**src/gpd_pkg.sv**
```systemverilog
// Package for the 8-bit general-purpose port: register map, field layout and carriers
package gpd_pkg;

  // Register byte offsets on the AXI4-Lite bus
  localparam logic [3:0] GPD_OFS_PIN_LEVELS = 4'h0;
  localparam logic [3:0] GPD_OFS_OUT_LATCH  = 4'h4;
  localparam logic [3:0] GPD_OFS_DIRECTION  = 4'h8;
  localparam logic [3:0] GPD_OFS_PIN_SELECT = 4'hC;

  // Register decode indices
  localparam logic [2:0] GPD_IDX_PIN_LEVELS = 3'h0;
  localparam logic [2:0] GPD_IDX_OUT_LATCH  = 3'h1;
  localparam logic [2:0] GPD_IDX_DIRECTION  = 3'h2;
  localparam logic [2:0] GPD_IDX_PIN_SELECT = 3'h3;
  localparam logic [2:0] GPD_IDX_UNMAPPED   = 3'h4;

  // Reset values
  localparam logic [7:0] GPD_LATCH_RESET  = 8'h00;
  localparam logic [7:0] GPD_DIR_RESET    = 8'hFF;
  localparam logic [7:0] GPD_SELECT_RESET = 8'h00;

  // Pin select register fields; a 1 puts the function on this port, except bits 1 and 4, which only act when both are set
  localparam int GPD_SEL_SERIAL   = 0;
  localparam int GPD_SEL_PWM_COMP = 1;
  localparam int GPD_SEL_FAULT_A  = 2;
  localparam int GPD_SEL_TIMER    = 3;
  localparam int GPD_SEL_PWM_CH3_PRIMARY_OUT_EN  = 4;
  localparam int GPD_SEL_PWM_CH4_PRIMARY_OUT_EN  = 5;
  localparam int GPD_SEL_PWM_CH4_COMPLEMENT_OUT_EN  = 6;
  localparam logic [7:0] GPD_SELECT_MASK = 8'h7F;

  // Pin positions of the muxed functions
  localparam int GPD_PIN_TIMER  = 0;
  localparam int GPD_PIN_SDO    = 1;
  localparam int GPD_PIN_SDA    = 2;
  localparam int GPD_PIN_SCK    = 3;
  localparam int GPD_PIN_FAULT  = 4;
  localparam int GPD_PIN_PWM_C3 = 5;
  localparam int GPD_PIN_PWM_P4 = 6;
  localparam int GPD_PIN_PWM_C4 = 7;

  // AXI responses
  localparam logic [1:0] GPD_RESP_OKAY   = 2'b00;
  localparam logic [1:0] GPD_RESP_SLVERR = 2'b10;

  // Synchronous serial peripheral drive toward the pins
  typedef struct packed {
    logic active;
    logic sdo;
    logic sda_out;
    logic sck_out;
  } gpd_serial_t;

  // PWM channel outputs toward the pins
  typedef struct packed {
    logic pwm_ch3_primary_out;
    logic pwm_ch4_primary_out;
    logic pwm_ch4_complement_out;
  } gpd_pwm_t;

  // Levels on the alternate pins of other ports
  typedef struct packed {
    logic fault_a;
    logic timer_clk;
    logic sdi;
    logic sck;
  } gpd_alt_t;

  // Inputs handed on to the peripherals
  typedef struct packed {
    logic fault_input_a;
    logic timer0_ext_clock_in;
    logic timer5_ext_clock_in;
    logic sdi;
    logic sck_in;
  } gpd_route_t;

  // Whole state of the port block
  typedef struct packed {
    logic [7:0] port_output_latch;
    logic [7:0] port_direction;
    logic [7:0] pin_select;
    logic [7:0] pin_sample;
    logic       aw_held;
    logic [3:0] aw_addr;
    logic       w_held;
    logic [7:0] w_data;
    logic       w_lane0;
    logic       bvalid;
    logic [1:0] bresp;
    logic       rvalid;
    logic [7:0] rdata;
    logic [1:0] rresp;
  } gpd_state_t;

endpackage

```
**src/gpd_port.sv**
```systemverilog
// Eight-pin general-purpose port with peripheral pin muxing and an AXI4-Lite register slave
`timescale 1ns/1ps

module gpd_port
  import gpd_pkg::*;
#(
  parameter int ADDR_W = 4,
  parameter int PINS   = 8
)
(
  // Clock, reset, enable
  input  wire logic              aclk,
  input  wire logic              aresetn,
  input  wire logic              clk_en,

  // AXI4-Lite write address
  input  wire logic [ADDR_W-1:0] s_axi_awaddr,
  input  wire logic [2:0]        s_axi_awprot,
  input  wire logic              s_axi_awvalid,
  output logic                   s_axi_awready,

  // AXI4-Lite write data
  input  wire logic [31:0]       s_axi_wdata,
  input  wire logic [3:0]        s_axi_wstrb,
  input  wire logic              s_axi_wvalid,
  output logic                   s_axi_wready,

  // AXI4-Lite write response
  output logic [1:0]             s_axi_bresp,
  output logic                   s_axi_bvalid,
  input  wire logic              s_axi_bready,

  // AXI4-Lite read address
  input  wire logic [ADDR_W-1:0] s_axi_araddr,
  input  wire logic [2:0]        s_axi_arprot,
  input  wire logic              s_axi_arvalid,
  output logic                   s_axi_arready,

  // AXI4-Lite read data
  output logic [31:0]            s_axi_rdata,
  output logic [1:0]             s_axi_rresp,
  output logic                   s_axi_rvalid,
  input  wire logic              s_axi_rready,

  // Port pins
  input  wire logic [PINS-1:0]   pin_in,
  output logic [PINS-1:0]        pin_out,
  output logic [PINS-1:0]        pin_oe_n,

  // Peripherals driving the pins
  input  wire gpd_serial_t       serial_drive,
  input  wire gpd_pwm_t          pwm_drive,

  // Alternate pins on other ports
  input  wire gpd_alt_t          alt_pins,

  // Inputs passed on to the peripherals
  output gpd_route_t             route_out,
  output logic [7:0]             pin_select_out
);

  gpd_state_t state_reg;
  gpd_state_t state_next;

  logic       aw_take;
  logic       w_take;
  logic       ar_take;
  logic       wr_commit;
  logic [2:0] wr_index;
  logic [2:0] rd_index;
  logic [7:0] rd_value;
  logic [7:0] wr_value;

  // Register decode, shared by the read and write paths
  function automatic logic [2:0] gpd_decode(input logic [3:0] addr);
    logic [2:0] idx;
    idx = GPD_IDX_UNMAPPED;
    unique case (addr)
      GPD_OFS_PIN_LEVELS: idx = GPD_IDX_PIN_LEVELS;
      GPD_OFS_OUT_LATCH:  idx = GPD_IDX_OUT_LATCH;
      GPD_OFS_DIRECTION:  idx = GPD_IDX_DIRECTION;
      GPD_OFS_PIN_SELECT: idx = GPD_IDX_PIN_SELECT;
      default:            idx = GPD_IDX_UNMAPPED;
    endcase
    return idx;
  endfunction

  // Handshakes; the slave stalls new requests while a response is pending
  assign s_axi_awready = !state_reg.aw_held && !state_reg.bvalid;
  assign s_axi_wready  = !state_reg.w_held && !state_reg.bvalid;
  assign s_axi_arready = !state_reg.rvalid;

  assign aw_take   = clk_en && s_axi_awvalid && s_axi_awready;
  assign w_take    = clk_en && s_axi_wvalid && s_axi_wready;
  assign ar_take   = clk_en && s_axi_arvalid && s_axi_arready;
  assign wr_commit = state_reg.aw_held && state_reg.w_held;

  assign wr_index = gpd_decode(state_reg.aw_addr);
  assign rd_index = gpd_decode(s_axi_araddr[3:0]);

  // Only byte lane 0 holds data; a write without it leaves the register alone
  assign wr_value = state_reg.w_data;

  always_comb
  begin
    unique case (rd_index)
      GPD_IDX_PIN_LEVELS: rd_value = state_reg.pin_sample;
      GPD_IDX_OUT_LATCH:  rd_value = state_reg.port_output_latch;
      GPD_IDX_DIRECTION:  rd_value = state_reg.port_direction;
      GPD_IDX_PIN_SELECT: rd_value = state_reg.pin_select;
      default:            rd_value = 8'h00;
    endcase
  end

  always_comb
  begin
    state_next = state_reg;

    // Pins are taken as synchronous, one sample per cycle
    state_next.pin_sample = pin_in;

    // Write address and data arrive in either order
    if (aw_take)
    begin
      state_next.aw_held = 1'b1;
      state_next.aw_addr = s_axi_awaddr[3:0];
    end
    if (w_take)
    begin
      state_next.w_held  = 1'b1;
      state_next.w_data  = s_axi_wdata[7:0];
      state_next.w_lane0 = s_axi_wstrb[0];
    end

    // Commit once both halves are held, then answer
    if (wr_commit)
    begin
      state_next.aw_held = 1'b0;
      state_next.w_held  = 1'b0;
      state_next.bvalid  = 1'b1;
      state_next.bresp   = GPD_RESP_OKAY;
      unique case (wr_index)
        GPD_IDX_PIN_LEVELS,
        GPD_IDX_OUT_LATCH:
        begin
          if (state_reg.w_lane0)
          begin
            state_next.port_output_latch = wr_value;
          end
        end
        GPD_IDX_DIRECTION:
        begin
          if (state_reg.w_lane0)
          begin
            state_next.port_direction = wr_value;
          end
        end
        GPD_IDX_PIN_SELECT:
        begin
          if (state_reg.w_lane0)
          begin
            state_next.pin_select = wr_value & GPD_SELECT_MASK;
          end
        end
        default:
        begin
          state_next.bresp = GPD_RESP_SLVERR;
        end
      endcase
    end
    else if (state_reg.bvalid && s_axi_bready && clk_en)
    begin
      state_next.bvalid = 1'b0;
    end

    // Read answer is registered, so the value is held while rready is low
    if (ar_take)
    begin
      state_next.rvalid = 1'b1;
      state_next.rdata  = rd_value;
      state_next.rresp  = (rd_index == GPD_IDX_UNMAPPED) ? GPD_RESP_SLVERR : GPD_RESP_OKAY;
    end
    else if (state_reg.rvalid && s_axi_rready)
    begin
      state_next.rvalid = 1'b0;
    end
  end

  // All state freezes while the clock enable is low
  always_ff @(posedge aclk)
  begin
    if (!aresetn)
    begin
      state_reg                   <= '0;
      state_reg.port_output_latch <= GPD_LATCH_RESET;
      state_reg.port_direction    <= GPD_DIR_RESET;
      state_reg.pin_select        <= GPD_SELECT_RESET;
      state_reg.bresp             <= GPD_RESP_OKAY;
      state_reg.rresp             <= GPD_RESP_OKAY;
    end
    else if (clk_en)
    begin
      state_reg <= state_next;
    end
  end

  assign s_axi_bvalid = state_reg.bvalid;
  assign s_axi_bresp  = state_reg.bresp;
  assign s_axi_rvalid = state_reg.rvalid;
  assign s_axi_rresp  = state_reg.rresp;
  assign s_axi_rdata  = {24'h00_0000, state_reg.rdata};

  // Pin drive; peripheral overrides only matter where the pin is an output
  logic serial_here;
  logic pwm_comp_here;
  logic [PINS-1:0] drive_val;

  assign serial_here   = state_reg.pin_select[GPD_SEL_SERIAL] && serial_drive.active;
  assign pwm_comp_here = state_reg.pin_select[GPD_SEL_PWM_COMP]
                         && state_reg.pin_select[GPD_SEL_PWM_CH3_PRIMARY_OUT_EN];

  always_comb
  begin
    drive_val = state_reg.port_output_latch;
    if (serial_here)
    begin
      drive_val[GPD_PIN_SDO] = serial_drive.sdo;
      drive_val[GPD_PIN_SDA] = serial_drive.sda_out;
      drive_val[GPD_PIN_SCK] = serial_drive.sck_out;
    end
    if (pwm_comp_here)
    begin
      drive_val[GPD_PIN_PWM_C3] = ~pwm_drive.pwm_ch3_primary_out;
    end
    if (state_reg.pin_select[GPD_SEL_PWM_CH4_PRIMARY_OUT_EN])
    begin
      drive_val[GPD_PIN_PWM_P4] = pwm_drive.pwm_ch4_primary_out;
    end
    if (state_reg.pin_select[GPD_SEL_PWM_CH4_COMPLEMENT_OUT_EN])
    begin
      drive_val[GPD_PIN_PWM_C4] = pwm_drive.pwm_ch4_complement_out;
    end
  end

  // Direction 1 releases the driver; direction 0 drives
  assign pin_out  = drive_val;
  assign pin_oe_n = state_reg.port_direction;

  // Input routing toward the peripherals
  logic fault_sel;
  logic timer_sel;

  assign fault_sel = state_reg.pin_select[GPD_SEL_FAULT_A];
  assign timer_sel = state_reg.pin_select[GPD_SEL_TIMER];

  // A fault or timer pin set as output would feed back its own drive, so it reads low instead
  assign route_out.fault_input_a = fault_sel
    ? (state_reg.port_direction[GPD_PIN_FAULT] & state_reg.pin_sample[GPD_PIN_FAULT])
    : alt_pins.fault_a;
  assign route_out.timer0_ext_clock_in = timer_sel
    ? (state_reg.port_direction[GPD_PIN_TIMER] & state_reg.pin_sample[GPD_PIN_TIMER])
    : alt_pins.timer_clk;
  assign route_out.timer5_ext_clock_in = route_out.timer0_ext_clock_in;
  assign route_out.sdi = state_reg.pin_select[GPD_SEL_SERIAL]
    ? state_reg.pin_sample[GPD_PIN_SDA]
    : alt_pins.sdi;
  assign route_out.sck_in = state_reg.pin_select[GPD_SEL_SERIAL]
    ? state_reg.pin_sample[GPD_PIN_SCK]
    : alt_pins.sck;

  // Lets the other ports release the functions this port has taken
  assign pin_select_out = state_reg.pin_select;

endmodule

```
**config.mk**
```make
export PLATFORM = sky130hd
export DESIGN_NAME = gpd_port
export DESIGN_NICKNAME = d
export VERILOG_FILES = /design/src/gpd_pkg.sv /design/src/gpd_port.sv
export SDC_FILE = /design/constraint.sdc
export NUM_CORES = 1
export LEC_CHECK = 0
export ABC_AREA = 1
export BUFFER_PORTS_ARGS = -buffer_cell sky130_fd_sc_hd__buf_2
export CORE_AREA = 2 2 75 95
export CTS_BUF_LIST = sky130_fd_sc_hd__clkbuf_4 sky130_fd_sc_hd__clkbuf_8 sky130_fd_sc_hd__clkbuf_16
export DETAILED_ROUTE_END_ITERATION = 10
export DIE_AREA = 0 0 77 97
export PLACE_DENSITY = 0.79
export SYNTH_ARGS = -nofsm -noshare
export SYNTH_HDL_FRONTEND = slang
export SYNTH_SLANG_ARGS = --single-unit
export TNS_END_PERCENT = 5
```
**constraint.sdc**
```tcl
create_clock -name aclk -period 1.3 [get_ports aclk]
set_input_delay 0.26 -clock aclk [delete_from_list [all_inputs] [get_ports aclk]]
set_output_delay 0.26 -clock aclk [all_outputs]
set_load 0.05 [all_outputs]
```
Word-level counts from Yosys, hierarchy flattened
Index checks and enable logic that the tools add are counted.
- bits in registers: 60
- eq/ne operators: 13
- mux-type cells: 21
- bitwise gates (word level): 3
- reductions and logical operators: 39
- operator list (cell ; number):
    one-hot mux 8 bit (4 select lines) ; 1
    one-hot mux 3 bit (4 select lines) ; 2
    == test 4 bit (second input constant) ; 4
    AND reduction 2 bit ; 8
    logical AND 1 bit ; 14
    2-to-1 mux 1 bit ; 13
    == test 3 x 2 -> 1 bit (second input constant) ; 4
    AND reduction 4 bit ; 3
    2-to-1 mux 10 bit ; 1
    == test 4 x 3 -> 1 bit (second input constant) ; 2
    zero test 4 bit ; 2
    nonzero test 2 bit ; 4
    == test 3 x 1 -> 1 bit (second input constant) ; 2
    zero test 3 bit ; 2
    2-to-1 mux 5 bit ; 1
    zero test 1 bit ; 4
    2-to-1 mux 2 bit ; 2
    OR reduction 4 bit ; 1
    == test 3 bit (second input constant) ; 1
    2-to-1 mux 3 bit ; 1
    AND 1 bit ; 2
    OR reduction 2 bit ; 1
    NOT 1 bit ; 1

Depth between registers and ports, before layout
Gate-level depths: netlist (run 1).
- word-level depth: 5
- gate-level depth with buffers: 9
- mapped depth without buffers: 7

Worst setup path before layout (run 1)
No wires, ideal clock.
- kind: reg-to-output
- from: register state_reg, in the netlist pin_select_out[3]
- to: output port route_out[3] (netlist name)
- arrival time: 1859 ps
- required time: 1040 ps
- setup slack: -819 ps
- cell stages (with the launch flop): 3
- buffers on the path: 1
- cell sequence: dfxtp_1 > o21ai_0 > buf_4
- RTL lines (element ; RTL line ; source):
    start: declaration ; gpd_port.sv:62 ; gpd_state_t state_reg;
    start signal: assignment ; gpd_port.sv:203 ; state_reg <= state_next;
    end: declaration ; gpd_port.sv:58 ; output gpd_route_t route_out,

==> results.json, run 1 <==
{
  "worst_slack_ns": -0.235,
  "core_region_area_mm2": 0.00652,
  "grtUsageTotal_pct": 19.7,
  "dr.pass1.iters": 4,
  "synth.cell_area_mm2": 0.00295,
  "cts_max_path_buffers": 2,
  "synth_top_family_by_area": "buffers and inverters",
  "final_antenna_net_count": 0,
  "post_layout_nonfiller_instances": 548,
  "timing.final.setup_violations": 11,
  "ir_worst_vdd_uv": 547,
  "ioPinCount": 147,
  "cts-buffers-inserted": 9,
  "synth_most_common_cell": "dfxtp_1",
  "initial_core_util_pct": 45.2,
  "post-synth-top-area-cell": "dfxtp_1",
  "fp.dieW_um": 77,
  "cts.sinks": 58,
  "total_power_uw": 3970,
  "drive_gt1_share_pct": 39.3,
  "synth_cell_types": 27,
  "pwr_density_cell_mw_per_mm2": 1050,
  "timing.fmax_mhz": 652,
  "filler_cell_count": 614,
  "route.final.wire_length_mm": 7.19,
  "worstPathArrival_ns": 1.27,
  "asr_flop_ratio_synth_pct": 0,
  "post_synth_mux_area_share_pct": 0.764,
  "synth_top_cells_by_area": "dfxtp_1 39%, buf_4 14%, nand3_1 6.5%, a21oi_1 6.1%, o21ai_0 6.1%",
  "crit_fanout": 3,
  "placedCellCount": 535,
  "route.detailed.wl_per_inst_um": 13.1,
  "yosysTopAreaCellShare_pct": 39.4,
  "tritoncts": "done",
  "critPathKind": "reg -> out",
  "violations": "negative setup slack",
  "area_share_of_fa_ha_maj_cells_after_synthesis_pct": 0,
  "grt_overflow": 0,
  "drv.max_cap_violation_count": 0,
  "synth_xor_area_share_pct": 0,
  "cts_hold_buffers": 0,
  "num_vias": 2659,
  "cp-start-kind": "flip-flop",
  "synth_ff_type": "dfxtp_1",
  "hp-class": "in -> reg",
  "dp_hpwl_mm": 5.28,
  "final_hold_viol_count": 0,
  "ys_seq_area_share_pct": 39.4,
  "cts_root_buffer": "clkbuf_8",
  "outcome": "finished with violations",
  "diodes": 0,
  "final_nets": 536,
  "layout_worst_path_cycle_share_pct": 118,
  "grt_pass1_wl_mm": 11.6,
  "largest_register_ffs": 21,
  "grt_antenna_before_repair": 0,
  "placement.io_buffers": 86,
  "source_to_sink_clock_delay_at_the_later_pin_of_the_worst_skew_pair_ns": 0.35,
  "leakage_power_uw": 0.00176,
  "post_drt_via_cell_ratio": 4.85,
  "die_h_um": 97,
  "drv_slew": 0,
  "grt_pass1_vias": 2574,
  "fin_skew_ns": 0.0108,
  "cts.reportedPaths.clkPinSlew_ns": 0.07,
  "rsz0062_at_grt": "true",
  "ctsHtreeMaxLevel": 3,
  "ys_warn_count": 0,
  "required_ns": 1.04,
  "std_cell_rows": 33,
  "cts_setup_buffers": 0,
  "synth_common_cells": "58 x dfxtp_1, 55 x buf_4, 41 x nand2_1",
  "post_synthesis_compound_gate_area_fraction_pct": 19.1,
  "final.min_clock_period_ns": 1.53,
  "crit_path_end_kind": "output port",
  "final_gp_congestion": 0.814,
  "syn_avg_cell_area_um2": 7.76,
  "grt_max_degree": 40,
  "synth-seq-cells": 58,
  "die_area_mm2": 0.00747,
  "drt_iter0_markers": 151,
  "syn-instance-count": 380,
  "layout-area-overhead-vs-synth_pct": 27.8,
  "post_synth_edffs": 0,
  "remaining_design_rule_violation_count": 0,
  "synthSimpleGateAreaFrac_pct": 20.1
}
==> report_power, final <==
| part | total [uW] | switching, uW | internal (uW) |
|---|---|---|---|
| combinational | 692 | 488 | 204 |
| clock | 1400 | 654 | 750 |
| sequential | 1870 | 45.0 | 1830 |
| total | 3970 | 1190 | 2780 |
==> through the flow <==
step | setup TNS [ns] | util [%] | hold slack (ns) | setup WS [ns] | area [um2]
after CTS | -1.88 | 56.2 | 0.135 | -0.250 | 3660
final | -1.19 | 57.8 | 0.143 | -0.235 | 3770
after global routing | -1.96 | 57.8 | 0.150 | -0.260 | 3770
after floorplan | -1.76 | - | 0.395 | -0.105 | 3090
after global placement | -0.0107 | 51.7 | 0.451 | -0.00594 | 3370
after detailed placement | -0.0423 | 51.7 | 0.453 | -0.0384 | 3370
==> critical path, cell delays in order (launching register included) <==
cell and delay (ns):
dfxtp_4 0.36, buf_6 0.12, mux2_4 0.30, buf_8 0.15
==> layout by cell type, fill, tap and decap left out, drive strengths merged <==
master	count
a211oi	7
conb	27
o21ai	42
a21oi	36
mux2	2
nand4	1
clkinv	2
dfxtp	58
a31oi	1
clkinvlp	1
nand3	41
buf	106
inv	27
nor2	43
nand2	43
clkbuf	16
o211ai	8
==> routing by layer <==
layer,vias up,track usage (%),part of all wire [%]
met1,1191,23.2,41
met2,110,32.8,49
met3,15,4.57,7.5
li1,1343,-,-
met5,-,0,0
met4,0,11.0,2.3
==> final timing paths <==
| kind | startpoint | endpoint | slack [ns] | depth (start not counted) |
|---|---|---|---|---|
| worst max-delay path | pin_select_out[0]$_SDFFE_PN0P_ | route_out[1] | -0.23 | 3 |
| worst max register to register | state_reg[23]$_SDFFE_PN0P_ | pin_oe_n[0]$_SDFFE_PN1P_ | 0.05 | 7 |
| worst min register to register | s_axi_rdata[3]$_SDFFE_PN0P_ | s_axi_rdata[3]$_SDFFE_PN0P_ | 0.46 | 2 |
| worst min-delay path | pin_in[6] | state_reg[35]$_SDFFE_PN0P_ | 0.14 | 3 |
==> area by class of cell <==
cell class | count | area, um2 | share of cell area [%]
multi-input cells | 251 | 1390 | 36.9
clock inverters | 1 | 5.00 | 0.133
well taps | 87 | 109 | 2.89
clock buffers | 12 | 153 | 4.05
repair buffers | 110 | 800 | 21.2
inverters | 29 | 115 | 3.05
flip-flops and latches | 58 | 1200 | 31.8
==> what timing repair did <==
action | in CTS | in global routing
endpoints found under the setup margin | 21 | 40
hold endpoints to repair | 0 | 0
gates resized for setup | 49 | 34
pin swaps | 2 | 4
==> cells by family (layout without fill, tap and decap cells) <==
| family | after synthesis | in the layout |
|---|---|---|
| AND/OR/NAND/NOR | 128 | 128 |
| AO/OA/AOI/OAI | 94 | 94 |
| buffers and inverters | 97 | 152 |
| flip-flops | 58 | 58 |
| multiplexers | 2 | 2 |
| other | 1 | 27 |
Power figures use the tool's default switching activity.
==> run 2: changes to the inputs <==
Settings changed: CORE_AREA 2 2 75 95 to 2 2 84 86, DIE_AREA 0 0 77 97 to 0 0 86 88, PLACE_DENSITY 0.79 to 0.78.
==> results.json, run 2 (synthesis results as in run 1) <==
{
  "critPathMaxStageDelay_ns": 0.39,
  "dr.pass1.iters": 4,
  "reg2regPathDepth": 7,
  "netSwitchingFraction_pct": 27.9,
  "violations": "negative setup slack",
  "largest_register_ffs": 21,
  "pwr_density_cell_mw_per_mm2": 1180,
  "cts.sinks": 58,
  "route.final.wire_length_mm": 7.42,
  "hold_slack_ns": 0.140,
  "grt_max_degree": 34,
  "grtUsageTotal_pct": 19.7,
  "cts-buffers-inserted": 9,
  "outcome": "finished with violations",
  "crit_path_cell_trace": "buf_6 > mux2_4 > buf_8",
  "hp-class": "in -> reg",
  "layout_worst_path_cycle_share_pct": 119,
  "final_nets": 535,
  "worst-r2r-setup-slack_ns": -0.01,
  "timing.critical_path.buf_inv": 2,
  "p_seq_share_pct": 41.7,
  "final_gp_congestion": 0.814,
  "mostFrequentLayoutCell": "buf_2",
  "setup_tns_ns": -1.23,
  "cellInternalPower_uw": 3230,
  "cts_setup_buffers": 0,
  "timing.fmax_mhz": 644,
  "ir_worst_vdd_uv": 853,
  "core_region_area_mm2": 0.00664,
  "source_to_sink_clock_delay_at_the_later_pin_of_the_worst_skew_pair_ns": 0.34,
  "layout.core_utilization_pct": 56.9,
  "final.min_clock_period_ns": 1.55,
  "p_clk_share_pct": 42.9,
  "power.combinational.fraction_pct": 15.4,
  "timing.final.setup_violations": 13,
  "placement.io_buffers": 86,
  "cts_hold_buffers": 0,
  "hold-path-cell-count": 3,
  "drv_slew": 0,
  "crit_fanout": 3,
  "cp-start-kind": "flip-flop",
  "std_cell_rows": 30,
  "remaining_design_rule_violation_count": 0,
  "reg2reg_to": "pin_oe_n[6]$_SDFFE_PN1P_",
  "crit_path_end_kind": "output port",
  "die_area_mm2": 0.00757,
  "cts_root_buffer": "clkbuf_8",
  "fin_skew_ns": 0.00808,
  "critical_path.reg2reg.startpoint": "state_reg[28]$_SDFFE_PN0P_",
  "grt_antenna_before_repair": 0,
  "final_antenna_net_count": 0,
  "num_vias": 2688,
  "cts_max_path_buffers": 2,
  "drive_gt1_share_pct": 39.1,
  "initial_core_util_pct": 44.4,
  "grt_overflow": 0,
  "drv.max_cap_violation_count": 0,
  "post_drt_via_cell_ratio": 4.95,
  "final_hold_viol_count": 0,
  "dp_hpwl_mm": 5.54,
  "drt_iter0_markers": 145,
  "die_h_um": 88,
  "ctsHtreeMaxLevel": 3,
  "final_cell_mix": "68 x buf_2, 42 x dfxtp_1, 40 x nand2_1",
  "grt_pass1_vias": 2477,
  "required_ns": 1.04,
  "switchingPower_uw": 1250,
  "worst_hold_startpoint": "pin_in[0]",
  "route.detailed.wl_per_inst_um": 13.7,
  "critPathKind": "reg -> out",
  "path_depth": 3,
  "diodes": 0,
  "worst_hold_path.endpoint": "state_reg[29]$_SDFFE_PN0P_",
  "ioPinCount": 147,
  "layout-area-overhead-vs-synth_pct": 28.3,
  "cts.reportedPaths.clkPinSlew_ns": 0.07,
  "cp_slowest_cell": "dfxtp_4",
  "worstPathArrival_ns": 1.29,
  "worst_slack_ns": -0.253,
  "leakage_power_uw": 0.00179,
  "grt_pass1_wl_mm": 11.6,
  "rsz0062_at_grt": "true",
  "tritoncts": "done",
  "family_of_cells_with_the_greatest_summed_delay_on_the_critical_path": "flip-flops",
  "fp.dieW_um": 86
}
run 2: cell types whose count changed in the layout (fill, tap and decap cells not counted), moves of 2 or more:
cell and delta:
o21ai_0 -2, o21ai_1 +2, buf_2 +3, bufinv_16 +2
nand2_2 -2, buf_6 -3, dfxtp_2 -2, dfxtp_4 +2
buf_4 +2, clkbuf_4 -3
run 2: metal layers:
metal	GRT usage [%]	up-vias	share of wire (%)
met5	0	-	0
met4	8.23	0	2.2
met3	4.81	15	6.3
met2	33.7	99	50
met1	23.6	1231	42
li1	-	1343	-
run 2: final cells by class:
cell class | count | area (um2)
Clock buffer | 12 | 159
Clock inverter | 4 | 73.8
Fill cell | 588 | 2860
Inverter | 29 | 115
Multi-Input combinational cell | 251 | 1370
Sequential cell | 58 | 1200
Tap cell | 80 | 100
Timing Repair Buffer | 109 | 766
run 2: repair_timing:
action / CTS / global route
resized for setup: 48 / 26
pin swaps: 2 / 1
cloned: 0 / 0
endpoints found under the setup margin: 23 / 30
run 2: tightest hold or removal path, delay by kind of cell:
family,cells,cell delay (ns)
and+or+nand+nor,2,0.11
buffers and inverters,1,0.07
run 2: through the flow:
| stage | area [um2] | instances | setup slack (ns) | total power, uW |
|---|---|---|---|---|
| finish | 3780 | 543 | -0.253 | 4480 |
| global route | 3780 | 543 | -0.279 | 4640 |
| CTS | 3720 | 543 | -0.244 | 4490 |
| detailed placement | 3350 | 527 | -0.0792 | 2580 |
| global placement | 3350 | 527 | -0.00940 | 2560 |
| floorplan | 3090 | 406 | -0.105 | 2450 |
run 2: worst max path at each step:
stage | from | to | slack, ns
2_1_floorplan | s_axi_rvalid$_SDFFE_PN0P_ | s_axi_rresp[1]$_SDFFE_PN0P_ | -0.11
5_1_grt | pin_select_out[0]$_SDFFE_PN0P_ | route_out[0] | -0.28
6_report | pin_select_out[0]$_SDFFE_PN0P_ | route_out[0] | -0.25
3_3_place_gp | serial_drive[3] | pin_out[1] | -0.009
3_5_place_dp | clk_en | pin_oe_n[6]$_SDFFE_PN1P_ | -0.08
4_1_cts | pin_select_out[0]$_SDFFE_PN0P_ | route_out[0] | -0.24
run 2: power groups by stage:
stage | clock (uW) | combinational, uW | sequential [uW]
2_1_floorplan | 0 | 529 | 1920
3_3_place_gp | 0 | 644 | 1920
3_5_place_dp | 0 | 656 | 1920
4_1_cts | 1930 | 680 | 1870
5_1_grt | 2020 | 741 | 1880
6_report | 1920 | 690 | 1870
==> run 3: changes to the inputs <==
==> constraint.sdc (replaced) <==
create_clock -name aclk -period 1.3 [get_ports aclk]
set_input_delay 0.26 -clock aclk [delete_from_list [all_inputs] [get_ports aclk]]
set_output_delay 0.26 -clock aclk [all_outputs]
set_load 0.01 [all_outputs]
==> results.json, run 3 (synthesis results as in run 1) <==
{
  "outcome": "finished with violations",
  "diodes": 0,
  "layout_worst_path_cycle_share_pct": 109,
  "required_ns": 1.04,
  "grt_pass1_vias": 2426,
  "fin_skew_ns": 0.00497,
  "std_cell_rows": 30,
  "cts_root_buffer": "clkbuf_8",
  "netSwitchingFraction_pct": 25.1,
  "rsz0062_at_grt": "true",
  "cts.sinks": 58,
  "leakage_power_uw": 0.00171,
  "core_region_area_mm2": 0.00664,
  "timing.fmax_mhz": 704,
  "final_cell_mix": "84 x buf_2, 44 x dfxtp_1, 40 x nand2_1",
  "final_gp_congestion": 0.860,
  "hold-path-cell-count": 3,
  "detailedPlace.worstSlack_ns": -0.0622,
  "filler_cell_count": 635,
  "grtUsageTotal_pct": 18.7,
  "fp.dieW_um": 86,
  "placedCellCount": 520,
  "die_area_mm2": 0.00757,
  "worst_slack_ns": -0.120,
  "post_drt_via_cell_ratio": 4.95,
  "post_layout_nonfiller_instances": 536,
  "grt_max_degree": 33,
  "cts_hold_buffers": 0,
  "cts.reportedPaths.clkPinSlew_ns": 0.06,
  "p_seq_share_pct": 47.4,
  "cp-start-kind": "flip-flop",
  "critPathKind": "reg -> out",
  "violations": "negative setup slack",
  "source_to_sink_clock_delay_at_the_later_pin_of_the_worst_skew_pair_ns": 0.34,
  "num_vias": 2654,
  "cts_max_path_buffers": 2,
  "final.min_clock_period_ns": 1.42,
  "route.detailed.wl_per_inst_um": 13.2,
  "crit_path_end_kind": "output port",
  "cellInternalPower_uw": 2970,
  "grt_antenna_before_repair": 0,
  "die_h_um": 88,
  "pwr_density_cell_mw_per_mm2": 1120,
  "setup_tns_ns": -0.483,
  "route.met3.wl_um": 447,
  "timing.final.setup_violations": 12,
  "met2RoutedLength_mm": 3.47,
  "drv_slew": 0,
  "placement.io_buffers": 86,
  "power.combinational.fraction_pct": 11.2,
  "final_antenna_net_count": 0,
  "final_nets": 529,
  "reg2regPathDepth": 5,
  "largest_register_ffs": 21,
  "ctsHtreeMaxLevel": 3,
  "initial_core_util_pct": 44.4,
  "grt_overflow": 0,
  "remaining_design_rule_violation_count": 0,
  "drt_iter0_markers": 180,
  "total_power_uw": 3960,
  "tritoncts": "done",
  "grt_pass1_wl_mm": 11.0,
  "final_hold_viol_count": 0,
  "drive_gt1_share_pct": 36.0,
  "p_clk_share_pct": 41.4,
  "highest-signal-layer": "met4",
  "cts-buffers-inserted": 9,
  "ir_worst_vdd_uv": 459,
  "dr.pass1.iters": 4,
  "ioPinCount": 147,
  "dp_hpwl_mm": 5.21,
  "layout-area-overhead-vs-synth_pct": 19.8,
  "wl_met1_mm": 2.99,
  "worstPathArrival_ns": 1.16,
  "mostFrequentLayoutCell": "buf_2",
  "switchingPower_uw": 992,
  "drv.max_cap_violation_count": 0,
  "route.final.wire_length_mm": 7.07,
  "hp-class": "in -> reg",
  "crit_fanout": 5
}
[run 3: changes by cell type in the layout (fill, tap and decap cells not counted), moves of 2 or more]
cell / delta
buf_12: -2
o21ai_2: -4
a21oi_1: +2
o21ai_1: +6
buf_4: -4
dfxtp_1: +2
buf_8: -2
o21ai_0: -2
buf_2: +16
dfxtp_4: -3
buf_6: -12
a21oi_2: -2
[run 3: critical path, cell delays in order, from the launching register on]
cell and delay [ns]:
dfxtp_4 0.39, mux2_4 0.31, buf_6 0.12
[run 3: path summary, 6_finish.rpt]
kind,to,slack [ns],start
worst max register to register,state_reg[56]$_SDFFE_PN0P_,-0.02,state_reg[23]$_SDFFE_PN0P_
worst min register to register,s_axi_rdata[1]$_SDFFE_PN0P_,0.46,s_axi_rdata[1]$_SDFFE_PN0P_
worst min-delay path,state_reg[30]$_SDFFE_PN0P_,0.15,pin_in[1]
worst max-delay path,route_out[1],-0.12,pin_select_out[0]$_SDFFE_PN0P_
[run 3: final cells by class]
cell class / instances / area [um2] / share of cell area, %
well taps: 80 / 100 / 2.83
multi-input cells: 251 / 1340 / 37.9
clock inverters: 3 / 40.0 / 1.13
clock buffers: 12 / 153 / 4.32
repair buffers: 103 / 596 / 16.9
inverters: 29 / 111 / 3.15
flip-flops and latches: 58 / 1190 / 33.8
[run 3: per-layer routing]
metal	vias to the layer above	GRT usage, %
met2	101	31.7
met4	0	9.81
met3	12	3.68
met1	1207	22.5
met5	-	0
li1	1334	-
[run 3: power groups by stage]
stage / clock (uW) / sequential (uW) / combinational, uW
final: 1640 / 1880 / 442
after global routing: 1720 / 1880 / 496
after CTS: 1660 / 1880 / 433
after detailed placement: 0 / 1920 / 424
after global placement: 0 / 1920 / 417
after floorplan: 0 / 1910 / 317
[run 3: repair_timing]
item                       CTS  global route
buffers inserted             1             0
setup endpoints to repair   19            39
hold endpoints to repair     0             0
pin swaps                    2             3
resized for setup           26            19
[run 3: per-stage QoR]
| stage | utilization [%] | cell area [um2] | hold slack (ns) |
|---|---|---|---|
| after floorplan | - | 3050 | 0.395 |
| after global placement | 48.6 | 3230 | 0.450 |
| after detailed placement | 48.6 | 3230 | 0.451 |
| after CTS | 52.5 | 3490 | 0.144 |
| after global routing | 53.2 | 3530 | 0.161 |
| final | 53.2 | 3530 | 0.152 |
